<file path="src/ep_csr_defines.svh">
// Offsets, field positions and reset values of the endpoint control/status register
`ifndef EP_CSR_DEFINES_SVH
`define EP_CSR_DEFINES_SVH

`define EP_CSR_ADDR 32'hf803c030

`define EP_BIT_IN_DONE 0
`define EP_BIT_BANK0 1
`define EP_BIT_SETUP 2
`define EP_BIT_ERR3 3
`define EP_BIT_ARMED 4
`define EP_BIT_HALT 5
`define EP_BIT_BANK1 6
`define EP_BIT_DIR 7
`define EP_KIND_LSB 8
`define EP_KIND_MSB 10
`define EP_BIT_TOGGLE 11
`define EP_BIT_ACTIVE 15
`define EP_LEN_LSB 16
`define EP_LEN_MSB 26
`define EP_LEN_W 11

`define EP_FL_IN_DONE 0
`define EP_FL_BANK0 1
`define EP_FL_SETUP 2
`define EP_FL_ERR3 3
`define EP_FL_BANK1 4
`define EP_FL_COUNT 5

`define EP_KIND_RESET 3'h0
`define EP_ACTIVE_RESET 1'b0
`define EP_DIR_RESET 1'b0
`define EP_HALT_RESET 1'b0
`define EP_ARMED_RESET 1'b0
`define EP_TOGGLE_RESET 1'b0
`define EP_FLAGS_RESET 5'h00
`define EP_PING_PONG 1'b1

`endif

</file>
<file path="src/ep_csr_pkg.sv">
// Types shared by the endpoint control/status logic
package ep_csr_pkg;

  typedef enum logic [2:0] {
    KIND_CTRL = 3'b000,
    KIND_ISO_OUT = 3'b001,
    KIND_BULK_OUT = 3'b010,
    KIND_INT_OUT = 3'b011,
    KIND_RSVD = 3'b100,
    KIND_ISO_IN = 3'b101,
    KIND_BULK_IN = 3'b110,
    KIND_INT_IN = 3'b111
  } endpoint_kind_e;

  typedef enum logic [1:0] {
    HS_ACK = 2'b00,
    HS_NAK = 2'b01,
    HS_STALL = 2'b10,
    HS_NONE = 2'b11
  } handshake_e;

  typedef enum logic [1:0] {
    TG_HOLD = 2'b00,
    TG_CLEAR = 2'b01,
    TG_SET = 2'b10,
    TG_FLIP = 2'b11
  } toggle_op_e;

endpackage

</file>
<file path="src/ep_core_if.sv">
// Carrier between the endpoint core, its flag bank and its toggle unit
`timescale 1ns/1ps
`include "ep_csr_defines.svh"

interface ep_core_if;
  logic [`EP_FL_COUNT-1:0] flag_set;
  logic [`EP_FL_COUNT-1:0] flag_clr;
  logic [`EP_FL_COUNT-1:0] flags;
  ep_csr_pkg::toggle_op_e tg_op;
  logic toggle;

  modport core (
    output flag_set,
    output flag_clr,
    output tg_op,
    input flags,
    input toggle
  );

  modport bank (
    input flag_set,
    input flag_clr,
    output flags
  );

  modport parity (
    input tg_op,
    output toggle
  );
endinterface

</file>
<file path="src/usb_endpoint_control_status.sv">
// Control and status logic of one full-speed USB device endpoint
`timescale 1ns/1ps
`include "ep_csr_defines.svh"

module usb_endpoint_control_status (
  input wire logic clk_i,
  input wire logic sys_rst_i,
  input wire logic [31:0] reg_addr_i,
  input wire logic [31:0] reg_wdata_i,
  input wire logic reg_wr_i,
  input wire logic reg_rd_i,
  output logic [31:0] reg_rdata_o,
  input wire logic tok_setup_i,
  input wire logic tok_out_i,
  input wire logic tok_in_i,
  input wire logic host_ack_i,
  input wire logic rx_pid_i,
  input wire logic rx_crc_ok_i,
  input wire logic [`EP_LEN_W-1:0] rx_len_i,
  output logic hs_valid_o,
  output ep_csr_pkg::handshake_e hs_code_o,
  output logic tx_send_o,
  output logic tx_pid_o,
  output logic rx_store_o,
  output logic rx_bank_o,
  output logic ep_irq_o
);

  typedef struct packed {
    ep_csr_pkg::endpoint_kind_e kind;
    logic active;
    logic dir;
    logic halt;
    logic armed;
    logic wait_ack;
    logic [`EP_LEN_W-1:0] len;
    logic [31:0] rdata;
    logic hs_valid;
    ep_csr_pkg::handshake_e hs_code;
    logic tx_send;
    logic tx_pid;
    logic rx_store;
    logic rx_bank;
    logic irq;
  } core_s;

  core_s st_q;
  core_s st_d;

  ep_core_if ev ();

  logic [`EP_FL_COUNT-1:0] fl_set;
  logic [`EP_FL_COUNT-1:0] fl_clr;
  ep_csr_pkg::toggle_op_e tg_op;
  logic csr_hit;
  logic ep_on;
  logic is_ctrl;
  logic bank0_free;
  logic bank1_free;
  logic any_free;
  logic use_bank1;
  logic exp_pid;
  logic [31:0] csr_rd;
  logic out_ok;
  logic in_ok;

  function automatic logic kind_iso(input ep_csr_pkg::endpoint_kind_e k);
    return (k == ep_csr_pkg::KIND_ISO_OUT) || (k == ep_csr_pkg::KIND_ISO_IN);
  endfunction

  function automatic logic kind_out(input ep_csr_pkg::endpoint_kind_e k);
    return (k == ep_csr_pkg::KIND_ISO_OUT) || (k == ep_csr_pkg::KIND_BULK_OUT) ||
           (k == ep_csr_pkg::KIND_INT_OUT);
  endfunction

  function automatic logic kind_in(input ep_csr_pkg::endpoint_kind_e k);
    return (k == ep_csr_pkg::KIND_ISO_IN) || (k == ep_csr_pkg::KIND_BULK_IN) ||
           (k == ep_csr_pkg::KIND_INT_IN);
  endfunction

  // Flags clear where firmware writes zero; a one leaves them as they are
  function automatic logic [`EP_FL_COUNT-1:0] clear_mask(input logic [31:0] w);
    logic [`EP_FL_COUNT-1:0] m;
    m[`EP_FL_IN_DONE] = ~w[`EP_BIT_IN_DONE];
    m[`EP_FL_BANK0] = ~w[`EP_BIT_BANK0];
    m[`EP_FL_SETUP] = ~w[`EP_BIT_SETUP];
    m[`EP_FL_ERR3] = ~w[`EP_BIT_ERR3];
    m[`EP_FL_BANK1] = ~w[`EP_BIT_BANK1];
    return m;
  endfunction

  // Status stage always carries DATA1, whatever the toggle holds
  function automatic logic stage_pid(input logic ctrl, input logic status, input logic tg);
    return (ctrl && status) ? 1'b1 : tg;
  endfunction

  ep_flag_bank u_flags (
    .clk_i(clk_i),
    .sys_rst_i(sys_rst_i),
    .ev(ev.bank)
  );

  ep_toggle_unit u_parity (
    .clk_i(clk_i),
    .sys_rst_i(sys_rst_i),
    .ev(ev.parity)
  );

  assign ev.flag_set = fl_set;
  assign ev.flag_clr = fl_clr;
  assign ev.tg_op = tg_op;

  assign csr_hit = (reg_addr_i == `EP_CSR_ADDR);
  assign is_ctrl = (st_q.kind == ep_csr_pkg::KIND_CTRL);
  // Control endpoints ignore the stored enable bit
  assign ep_on = is_ctrl | st_q.active;
  assign bank0_free = ~ev.flags[`EP_FL_BANK0];
  // Bank 1 only serves ping-pong endpoints; control never uses it
  assign bank1_free = `EP_PING_PONG & ~is_ctrl & ~ev.flags[`EP_FL_BANK1];
  assign any_free = bank0_free | bank1_free;
  assign use_bank1 = ~bank0_free;
  // An OUT against direction 1 is the status stage, which always carries DATA1
  assign exp_pid = stage_pid(is_ctrl, st_q.dir, ev.toggle);
  // A disabled endpoint or a token against its kind gets no answer at all
  assign out_ok = ep_on & (is_ctrl | kind_out(st_q.kind));
  assign in_ok = ep_on & (is_ctrl | kind_in(st_q.kind));

  always_comb begin
    csr_rd = 32'h0000_0000;
    csr_rd[`EP_BIT_IN_DONE] = ev.flags[`EP_FL_IN_DONE];
    csr_rd[`EP_BIT_BANK0] = ev.flags[`EP_FL_BANK0];
    csr_rd[`EP_BIT_SETUP] = ev.flags[`EP_FL_SETUP];
    csr_rd[`EP_BIT_ERR3] = ev.flags[`EP_FL_ERR3];
    csr_rd[`EP_BIT_ARMED] = st_q.armed;
    csr_rd[`EP_BIT_HALT] = st_q.halt;
    csr_rd[`EP_BIT_BANK1] = ev.flags[`EP_FL_BANK1];
    csr_rd[`EP_BIT_DIR] = st_q.dir;
    csr_rd[`EP_KIND_MSB:`EP_KIND_LSB] = st_q.kind;
    csr_rd[`EP_BIT_TOGGLE] = ev.toggle;
    csr_rd[`EP_BIT_ACTIVE] = ep_on;
    csr_rd[`EP_LEN_MSB:`EP_LEN_LSB] = st_q.len;
  end

  always_comb begin
    st_d = st_q;
    fl_set = '0;
    fl_clr = '0;
    tg_op = ep_csr_pkg::TG_HOLD;
    st_d.hs_valid = 1'b0;
    st_d.hs_code = ep_csr_pkg::HS_NONE;
    st_d.tx_send = 1'b0;
    st_d.rx_store = 1'b0;
    st_d.rdata = 32'h0000_0000;
    st_d.irq = |ev.flags;
    if (tok_setup_i || tok_out_i || tok_in_i) begin
      st_d.wait_ack = 1'b0;
    end

    if (tok_setup_i && is_ctrl) begin
      fl_set[`EP_FL_SETUP] = 1'b1;
      st_d.len = rx_len_i;
      // The setup is DATA0, so the first data stage packet is DATA1
      tg_op = ep_csr_pkg::TG_SET;
      st_d.hs_valid = 1'b1;
      st_d.hs_code = ep_csr_pkg::HS_ACK;
    end else if (tok_out_i && out_ok) begin
      if (st_q.halt) begin
        st_d.hs_valid = 1'b1;
        st_d.hs_code = ep_csr_pkg::HS_STALL;
        fl_set[`EP_FL_ERR3] = ~kind_iso(st_q.kind);
      end else if (ev.flags[`EP_FL_SETUP]) begin
        st_d.hs_valid = 1'b1;
        st_d.hs_code = ep_csr_pkg::HS_NAK;
      end else if (kind_iso(st_q.kind)) begin
        // Isochronous data is kept even when corrupt; the fault flag tells firmware
        if (any_free) begin
          st_d.rx_store = 1'b1;
          st_d.rx_bank = use_bank1;
          st_d.len = rx_len_i;
          fl_set[`EP_FL_BANK0] = ~use_bank1;
          fl_set[`EP_FL_BANK1] = use_bank1;
          fl_set[`EP_FL_ERR3] = ~rx_crc_ok_i;
        end
      end else if (!rx_crc_ok_i) begin
        // A corrupt packet gets no answer so the host retries it
        st_d.hs_valid = 1'b0;
      end else if (!any_free) begin
        st_d.hs_valid = 1'b1;
        st_d.hs_code = ep_csr_pkg::HS_NAK;
      end else if (rx_pid_i != exp_pid) begin
        // Repeat of a packet whose ACK was lost: acknowledge, do not store
        st_d.hs_valid = 1'b1;
        st_d.hs_code = ep_csr_pkg::HS_ACK;
      end else begin
        st_d.rx_store = 1'b1;
        st_d.rx_bank = use_bank1;
        st_d.len = rx_len_i;
        fl_set[`EP_FL_BANK0] = ~use_bank1;
        fl_set[`EP_FL_BANK1] = use_bank1;
        tg_op = ep_csr_pkg::TG_FLIP;
        st_d.hs_valid = 1'b1;
        st_d.hs_code = ep_csr_pkg::HS_ACK;
      end
    end else if (tok_in_i && in_ok) begin
      if (st_q.halt) begin
        st_d.hs_valid = 1'b1;
        st_d.hs_code = ep_csr_pkg::HS_STALL;
        fl_set[`EP_FL_ERR3] = ~kind_iso(st_q.kind);
      end else if (st_q.armed) begin
        st_d.tx_send = 1'b1;
        // IN against direction 0 is the status stage, always DATA1
        st_d.tx_pid = stage_pid(is_ctrl, !st_q.dir, ev.toggle);
        st_d.armed = 1'b0;
        if (kind_iso(st_q.kind)) begin
          fl_set[`EP_FL_IN_DONE] = 1'b1;
        end else begin
          st_d.wait_ack = 1'b1;
        end
      end else if (!kind_iso(st_q.kind)) begin
        st_d.hs_valid = 1'b1;
        st_d.hs_code = ep_csr_pkg::HS_NAK;
      end
    end

    if (host_ack_i && st_q.wait_ack) begin
      st_d.wait_ack = 1'b0;
      fl_set[`EP_FL_IN_DONE] = 1'b1;
      tg_op = ep_csr_pkg::TG_FLIP;
    end

    if (reg_wr_i && csr_hit) begin
      fl_clr = clear_mask(reg_wdata_i);
      st_d.kind = ep_csr_pkg::endpoint_kind_e'(reg_wdata_i[`EP_KIND_MSB:`EP_KIND_LSB]);
      if (!is_ctrl) begin
        st_d.active = reg_wdata_i[`EP_BIT_ACTIVE];
      end
      st_d.dir = reg_wdata_i[`EP_BIT_DIR];
      st_d.halt = reg_wdata_i[`EP_BIT_HALT];
      // Firmware write wins over the clear by a send in the same cycle
      st_d.armed = reg_wdata_i[`EP_BIT_ARMED];
    end

    if (reg_rd_i && csr_hit) begin
      st_d.rdata = csr_rd;
    end
  end

  always_ff @(posedge clk_i or posedge sys_rst_i) begin
    if (sys_rst_i) begin
      st_q.kind <= ep_csr_pkg::endpoint_kind_e'(`EP_KIND_RESET);
      st_q.active <= `EP_ACTIVE_RESET;
      st_q.dir <= `EP_DIR_RESET;
      st_q.halt <= `EP_HALT_RESET;
      st_q.armed <= `EP_ARMED_RESET;
      st_q.wait_ack <= 1'b0;
      st_q.len <= '0;
      st_q.rdata <= 32'h0000_0000;
      st_q.hs_valid <= 1'b0;
      // The handshake code rests at its none value, not at zero
      st_q.hs_code <= ep_csr_pkg::HS_NONE;
      st_q.tx_send <= 1'b0;
      st_q.tx_pid <= 1'b0;
      st_q.rx_store <= 1'b0;
      st_q.rx_bank <= 1'b0;
      st_q.irq <= 1'b0;
    end else begin
      st_q <= st_d;
    end
  end

  assign reg_rdata_o = st_q.rdata;
  assign hs_valid_o = st_q.hs_valid;
  assign hs_code_o = st_q.hs_code;
  assign tx_send_o = st_q.tx_send;
  assign tx_pid_o = st_q.tx_pid;
  assign rx_store_o = st_q.rx_store;
  assign rx_bank_o = st_q.rx_bank;
  assign ep_irq_o = st_q.irq;

endmodule

</file>
<file path="src/ep_flag_bank.sv">
// Sticky status flags: set by the USB side, cleared by writing zero
`timescale 1ns/1ps
`include "ep_csr_defines.svh"

module ep_flag_bank (
  input wire logic clk_i,
  input wire logic sys_rst_i,
  ep_core_if.bank ev
);

  typedef struct packed {
    logic [`EP_FL_COUNT-1:0] flag;
  } bank_s;

  bank_s st_q;
  bank_s st_d;
  logic [`EP_FL_COUNT-1:0] nxt;

  // Set beats clear so an event landing on a firmware clear is never lost
  genvar gi;
  generate
    for (gi = 0; gi < `EP_FL_COUNT; gi = gi + 1) begin : g_flag
      assign nxt[gi] = ev.flag_set[gi] | (st_q.flag[gi] & ~ev.flag_clr[gi]);
    end
  endgenerate

  always_comb begin
    st_d = st_q;
    st_d.flag = nxt;
  end

  always_ff @(posedge clk_i or posedge sys_rst_i) begin
    if (sys_rst_i) begin
      st_q.flag <= `EP_FLAGS_RESET;
    end else begin
      st_q <= st_d;
    end
  end

  assign ev.flags = st_q.flag;

endmodule

</file>
<file path="src/ep_toggle_unit.sv">
// DATA0/DATA1 parity of the endpoint
`timescale 1ns/1ps
`include "ep_csr_defines.svh"

module ep_toggle_unit (
  input wire logic clk_i,
  input wire logic sys_rst_i,
  ep_core_if.parity ev
);

  typedef struct packed {
    logic toggle;
  } parity_s;

  parity_s st_q;
  parity_s st_d;

  always_comb begin
    st_d = st_q;
    case (ev.tg_op)
      ep_csr_pkg::TG_HOLD: st_d.toggle = st_q.toggle;
      ep_csr_pkg::TG_CLEAR: st_d.toggle = 1'b0;
      ep_csr_pkg::TG_SET: st_d.toggle = 1'b1;
      ep_csr_pkg::TG_FLIP: st_d.toggle = ~st_q.toggle;
      default: st_d.toggle = st_q.toggle;
    endcase
  end

  always_ff @(posedge clk_i or posedge sys_rst_i) begin
    if (sys_rst_i) begin
      st_q.toggle <= `EP_TOGGLE_RESET;
    end else begin
      st_q <= st_d;
    end
  end

  assign ev.toggle = st_q.toggle;

endmodule

</file>
<file path="config.mk">
export PLATFORM = sky130hd
export DESIGN_NAME = usb_endpoint_control_status
export DESIGN_NICKNAME = d
export VERILOG_FILES = /design/src/ep_csr_pkg.sv /design/src/ep_core_if.sv /design/src/usb_endpoint_control_status.sv /design/src/ep_flag_bank.sv /design/src/ep_toggle_unit.sv
export VERILOG_INCLUDE_DIRS = /design/src /design/src/src
export SDC_FILE = /design/constraint.sdc
export NUM_CORES = 1
export LEC_CHECK = 0
export BUFFER_PORTS_ARGS = -buffer_cell sky130_fd_sc_hd__buf_2
export CAP_MARGIN = 0
export CORE_MARGIN = 5
export CORE_UTILIZATION = 50
export DETAILED_ROUTE_END_ITERATION = 12
export PLACE_DENSITY = 0.95
export RECOVER_POWER = 100
export SLEW_MARGIN = 20
export SYNTH_ARGS = -nofsm -noshare
export SYNTH_HDL_FRONTEND = slang
export SYNTH_SLANG_ARGS = --single-unit
</file>
<file path="constraint.sdc">
create_clock -name clk_i -period 3.38 [get_ports clk_i]
set_input_delay 0.507 -clock clk_i [delete_from_list [all_inputs] [get_ports clk_i]]
set_output_delay 0.507 -clock clk_i [all_outputs]
set_load 0.1 [all_outputs]
</file>
## Word-level counts from Yosys, hierarchy flattened

Index checks and enable logic that the tools add are counted.

| storage, ports and cells | value |
|---|---|
| bits in registers | 65 |

| operators by class | value |
|---|---|
| bitwise gates (word level) | 37 |
| reductions and logical operators | 29 |
| eq/ne operators | 18 |
| muxes and demuxes | 86 |

Operators with widths:

| kind | number |
|---|---|
| $mux 11 | 9 |
| $mux 2 | 29 |
| $mux 1 | 35 |
| $eq 32x32->1 const B | 1 |
| $mux 27 | 1 |
| $mux 3 | 8 |
| $not 1->1 | 20 |
| $mux 5 | 2 |
| $ne 2x1->1 const B | 5 |
| $eq 3x3->1 const B | 3 |
| $or 1x1->1 | 9 |
| $and 1x1->1 | 8 |
| $logic_and 1x1->1 | 8 |
| $reduce_bool 2->1 | 4 |
| $logic_or 1x1->1 | 7 |
| $reduce_and 7->1 | 1 |
| $eq 3x2->1 const B | 2 |
| $reduce_and 6->1 | 1 |
| $reduce_and 5->1 | 1 |
| $reduce_or 5->1 | 1 |
| $eq 2x2->1 const B | 2 |
| $mux 4 | 1 |
| $reduce_and 4->1 | 1 |
| $eq 3x1->1 const B | 1 |
| other kinds (10) | 10 |

## Depth between registers and ports, before layout

| depth | value |
|---|---|
| depth after elaboration | 15 |
| mapped depth | 7 |
| gate-level depth less buffers | 7 |

## By module

From an unflattened synthesis, not the netlist that was laid out.

| unflattened totals | value |
|---|---|
| cells, all modules | 243 |
| area, all modules | 2716.4 µm² |

Modules (own cells, without submodules):

| module | area an instance (µm²) | instances | cells an instance | seq. area each (µm²) |
|---|---|---|---|---|
| usb_endpoint_control_status | 2493.6 | 1 | 223 | 1278.7 |
| ep_flag_bank | 185.2 | 1 | 16 | 125.1 |
| ep_toggle_unit | 37.5 | 1 | 4 | 25.0 |

## Worst setup path after synthesis

Ideal clock, no wire load.

| path | value |
|---|---|
| path type | reg2reg |
| start | register st_q, in the netlist csr_rd[8] |
| end | register st_q, in the netlist csr_rd[16] |
| library setup time | 0.125 ns |
| buffers on the path | 1 |
| period minus slack after synthesis | 1.878 ns |
| cell stages (with the launch flop) | 7 |
| path slack | 1.502 ns |
| arrival time | 1.753 ns |
| data required time | 3.255 ns |
| path through | dfrtp_1 > o21ba_2 > nor4_2 > nand2_1 > o21ai_2 > buf_6 > mux2_4 |

| on the way | value |
|---|---|
| word-level cells in the longest chain between the ends | 8 |
| elaborated cells on any way between the ends | 31 |

Ends and longest elaborated chain:

| element | RTL line | source |
|---|---|---|
| start, declared | usb_endpoint_control_status.sv:47 | `core_s st_q;` |
| start signal, assigned | usb_endpoint_control_status.sv:267 | `st_q <= st_d;` |
| $eq 3x1->1 or $eq 3x2->1 (tied branches) | usb_endpoint_control_status.sv:68, usb_endpoint_control_status.sv:72 |  |
| $logic_or 1x1->1 (2 in a row) | usb_endpoint_control_status.sv:72 | `return (k == ep_csr_pkg::KIND_ISO_OUT) \|\| (k == ep_csr_pkg::KIND_BULK_OUT) \|\|` |
| $or 1x1->1 | usb_endpoint_control_status.sv:125 | `assign out_ok = ep_on & (is_ctrl \| kind_out(st_q.kind));` |
| $and 1x1->1 | usb_endpoint_control_status.sv:125 |  |
| $logic_and 1x1->1 | usb_endpoint_control_status.sv:166 | `end else if (tok_out_i && out_ok) begin` |
| $reduce_bool 2->1 (no line) | - |  |
| $reduce_and 6->1 (no line) | - |  |

Parallel ways exist; a longest one is shown, timed or not. The select of a mux whose other input is x is not followed.
A chain may end at the register's enable or synchronous reset.

## Worst setup path after layout

| path | value |
|---|---|
| start | register st_q, in the netlist csr_rd[8] |
| end | register st_q, in the netlist csr_rd[18] |

Same word-level chain as after synthesis.

==> flow_metrics.tcl <==
set metrics [dict create \
    r2r-end "csr_rd[18]" \
    cts_resized 0 \
    r2r_cells 5 \
    drv_slew 58 \
    cts_hold_buf 0 \
    tns_ns 0 \
    io_pins 125 \
    cp-start-kind "flop" \
    crit_required_ns 3.59 \
    grt_start_max_net_pins 58 \
    nFillCells 445 \
    cpPeakStageDelay_ns 0.55 \
    antenna_found_initial 0 \
    synth_area_um2 2730 \
    fin_crit_sh_pct 70.4 \
    synthArstFlopShare_pct 100 \
    hp-class "in2reg" \
    setup_viol 0 \
    clock_path_buffers 2 \
    synth_edf_count 0 \
    antenna_cells 0 \
    cts_root_buf "clkbuf_8" \
    htree_levels 3 \
    grt_usage_pct 17.1 \
    hold_path_depth 2 \
    core-area_um2 5200 \
    yosys_warnings 0 \
    fmax_mhz 420 \
    min_period_ns 2.38 \
    relSlewSlack_pct -35.7 \
    synthToLayoutAreaGrowth_pct 14.4 \
    clk_latency_ns 0.33 \
    layout-drive-gt1-share_pct 30.7 \
    drt_first_iter_violations 80 \
    irDropWorstVdd_uv 284 \
    reg2reg_slack_ns 1.0 \
    status "finished with violations" \
    rsz0062_at_grt "false" \
    r2r-start "csr_rd[8]" \
    seqCellArea_um2 1430 \
    yosysSeqAreaShare_pct 52.4 \
    finalWirelength_um 5810 \
    syn_avg_cell_area_um2 11.7 \
    power_leakage_uw 0.00159 \
    ys.flop_type "dfrtp_1" \
    tightest_slew_ns 2.03 \
    cts_tree "done" \
    cp.arrival_ns 2.59 \
    hold_violations 0 \
    path_buf_inv 0 \
    multi_input_area_um2 936 \
    cp.depth 5 \
    ys_types 49 \
    num_vias 1967 \
    drc_errors 0 \
    grt_overflow 0 \
    die_w_um 83.9 \
    crit_path_cell_trace "nor3_4, a2111oi_0, nor3_1, o21ai_2, mux2_1" \
    path_clk_slew_ns 0.06 \
    end_kind "flop" \
    postSynthCellCount 233 \
    numCtsBuffers 9 \
    hold_start "rx_len_i[8]" \
    crit_fanout 11 \
    ant_nets 0 \
    maxCapViolCount 1 \
    total_power_uw 1470 \
    num_rows 26 \
    initial_core_util_pct 52.4 \
    p_per_area_nw_per_um2 472 \
    grt_first_pass_wirelength_um 9580 \
    io_buffers 96 \
    final_core_util_pct 60.0 \
    fp.dieH_um 83.9 \
    gp_congestion 0.917 \
    grt_pass1_vias 2035 \
    path_delay_family "simple AND/OR/NAND/NOR gates" \
    layout.nets 394 \
    vias_per_cell 5.14 \
    failed_checks "max-capacitance violations, max-slew violations" \
    hpwl_um 4260 \
    crit_type "reg2reg" \
    avgRoutedWirePerCell_um 15.2 \
    skew_ns 0.00600 \
    cts_setup_buffers 0 \
    crit_slowest_cell "nor3_1" \
    min_to "csr_rd[24]" \
    cts.sinks 57 \
    ys_seq_elements 57 \
    drtPass1Iterations 4 \
    die_area_um2 7040 \
]
## layer usage
metal,up-vias,routed length (um),global-route usage [%]
li1,942,-,-
met1,936,2470,20.9
met2,77,2840,27.8
met3,12,387,5.03
met4,0,118,8.04
met5,-,0,0
## sequential cells by signal, indices dropped and copies added, names as in the netlist
register and flops:
rx_store_o 1, st_q 2, hs_code_o 2, tx_pid_o 1
ep_irq_o 1, tx_send_o 1, u_parity.ev.toggle 1, u_flags.ev.flags 5
hs_valid_o 1, reg_rdata_o 24, csr_rd 17, rx_bank_o 1
## per-stage QoR
| stage | cell area (um^2) | instances | worst slack (ns) | hold WS, ns |
|---|---|---|---|---|
| floorplan | 2760 | 240 | 1.48 | 0.454 |
| global placement | 3050 | 368 | 0.929 | 0.479 |
| detailed placement | 3050 | 368 | 0.889 | 0.487 |
| CTS | 3240 | 383 | 0.882 | 0.392 |
| global route | 3120 | 383 | 0.768 | 0.390 |
| finish | 3120 | 383 | 0.999 | 0.396 |
## cell usage in the layout (no fill, tap or decap), drive strengths merged, types with 2 or more instances in the layout
master | netlist | final
nor4 | 4 | 4
o21ai | 9 | 9
nand2b | 3 | 3
and3 | 23 | 23
buf | 37 | 65
dfrtp | 55 | 55
or3 | 3 | 3
nor4b | 5 | 5
clkbuf | 4 | 46
o41ai | 3 | 3
nor2 | 8 | 8
nor3 | 6 | 6
clkinv | 0 | 2
inv | 5 | 5
dfstp | 2 | 2
a21oi | 7 | 7
and4 | 2 | 2
nand3 | 3 | 3
conb | 1 | 8
nand4 | 2 | 2
nor4bb | 2 | 2
nand2 | 13 | 13
o211ai | 2 | 2
mux2 | 18 | 18
## synth_stat cells, drive strengths merged (2+ instances only)
| master | instances | share of area, % |
|---|---|---|
| and4 | 2 | 0.64 |
| and3 | 23 | 5.3 |
| dfstp | 2 | 1.9 |
| nor4b | 5 | 1.6 |
| mux2 | 18 | 8.8 |
| clkbuf | 4 | 0.55 |
| inv | 5 | 0.69 |
| o21ai | 9 | 1.8 |
| or3 | 3 | 0.69 |
| nand2 | 13 | 1.9 |
| nand4 | 2 | 0.46 |
| nor4bb | 2 | 0.73 |
| o41ai | 3 | 0.96 |
| a21oi | 7 | 1.3 |
| dfrtp | 55 | 50 |
| nand2b | 3 | 0.69 |
| nand3 | 3 | 0.55 |
| nor2 | 8 | 1.1 |
| o211ai | 2 | 0.55 |
| nor3 | 6 | 2.1 |
| nor4 | 4 | 1.1 |
| buf | 37 | 10 |
## how the worst max path moves through the flow
stage | start | end | slack (ns)
floorplan | sys_rst_i | csr_rd[10] | 1.48
global placement | csr_rd[8] | csr_rd[26] | 0.93
detailed placement | csr_rd[8] | csr_rd[26] | 0.89
CTS | csr_rd[8] | csr_rd[26] | 0.88
global route | csr_rd[9] | csr_rd[26] | 0.77
finish | csr_rd[8] | csr_rd[18] | 1.0
## worst reg2reg max path, delay by kind of cell, from the launching register on
kind	cells	cell delay, ns
flops	1	0.47
mux	1	0.40
simple gates	2	0.88
compound gates	2	0.51
## where the power goes
group / switching (uW) / internal [uW] / total (uW) / leakage (uW)
clock: 248 / 374 / 622 / 0.000102
sequential: 8.38 / 700 / 708 / 0.000734
combinational: 97.7 / 46.2 / 144 / 0.000748
## cells by family after synthesis
group | count (synthesis) | synth area share, %
multiplexers | 18 | 8.80
other | 1 | 0.137
AND/OR/NAND/NOR | 79 | 18.4
XOR/XNOR | 1 | 0.321
buffers and inverters | 46 | 11.6
AO/OA/AOI/OAI | 31 | 8.39
flip-flops | 57 | 52.4
## final cells by class
type / instances / area share [%]
multi-input cells: 137 / 30.0
clock buffers: 12 / 4.97
flip-flops and latches: 57 / 45.8
well taps: 70 / 2.81
clock inverters: 3 / 1.28
repair buffers: 99 / 14.6
inverters: 5 / 0.601
(Power assumes the default switching activity.)
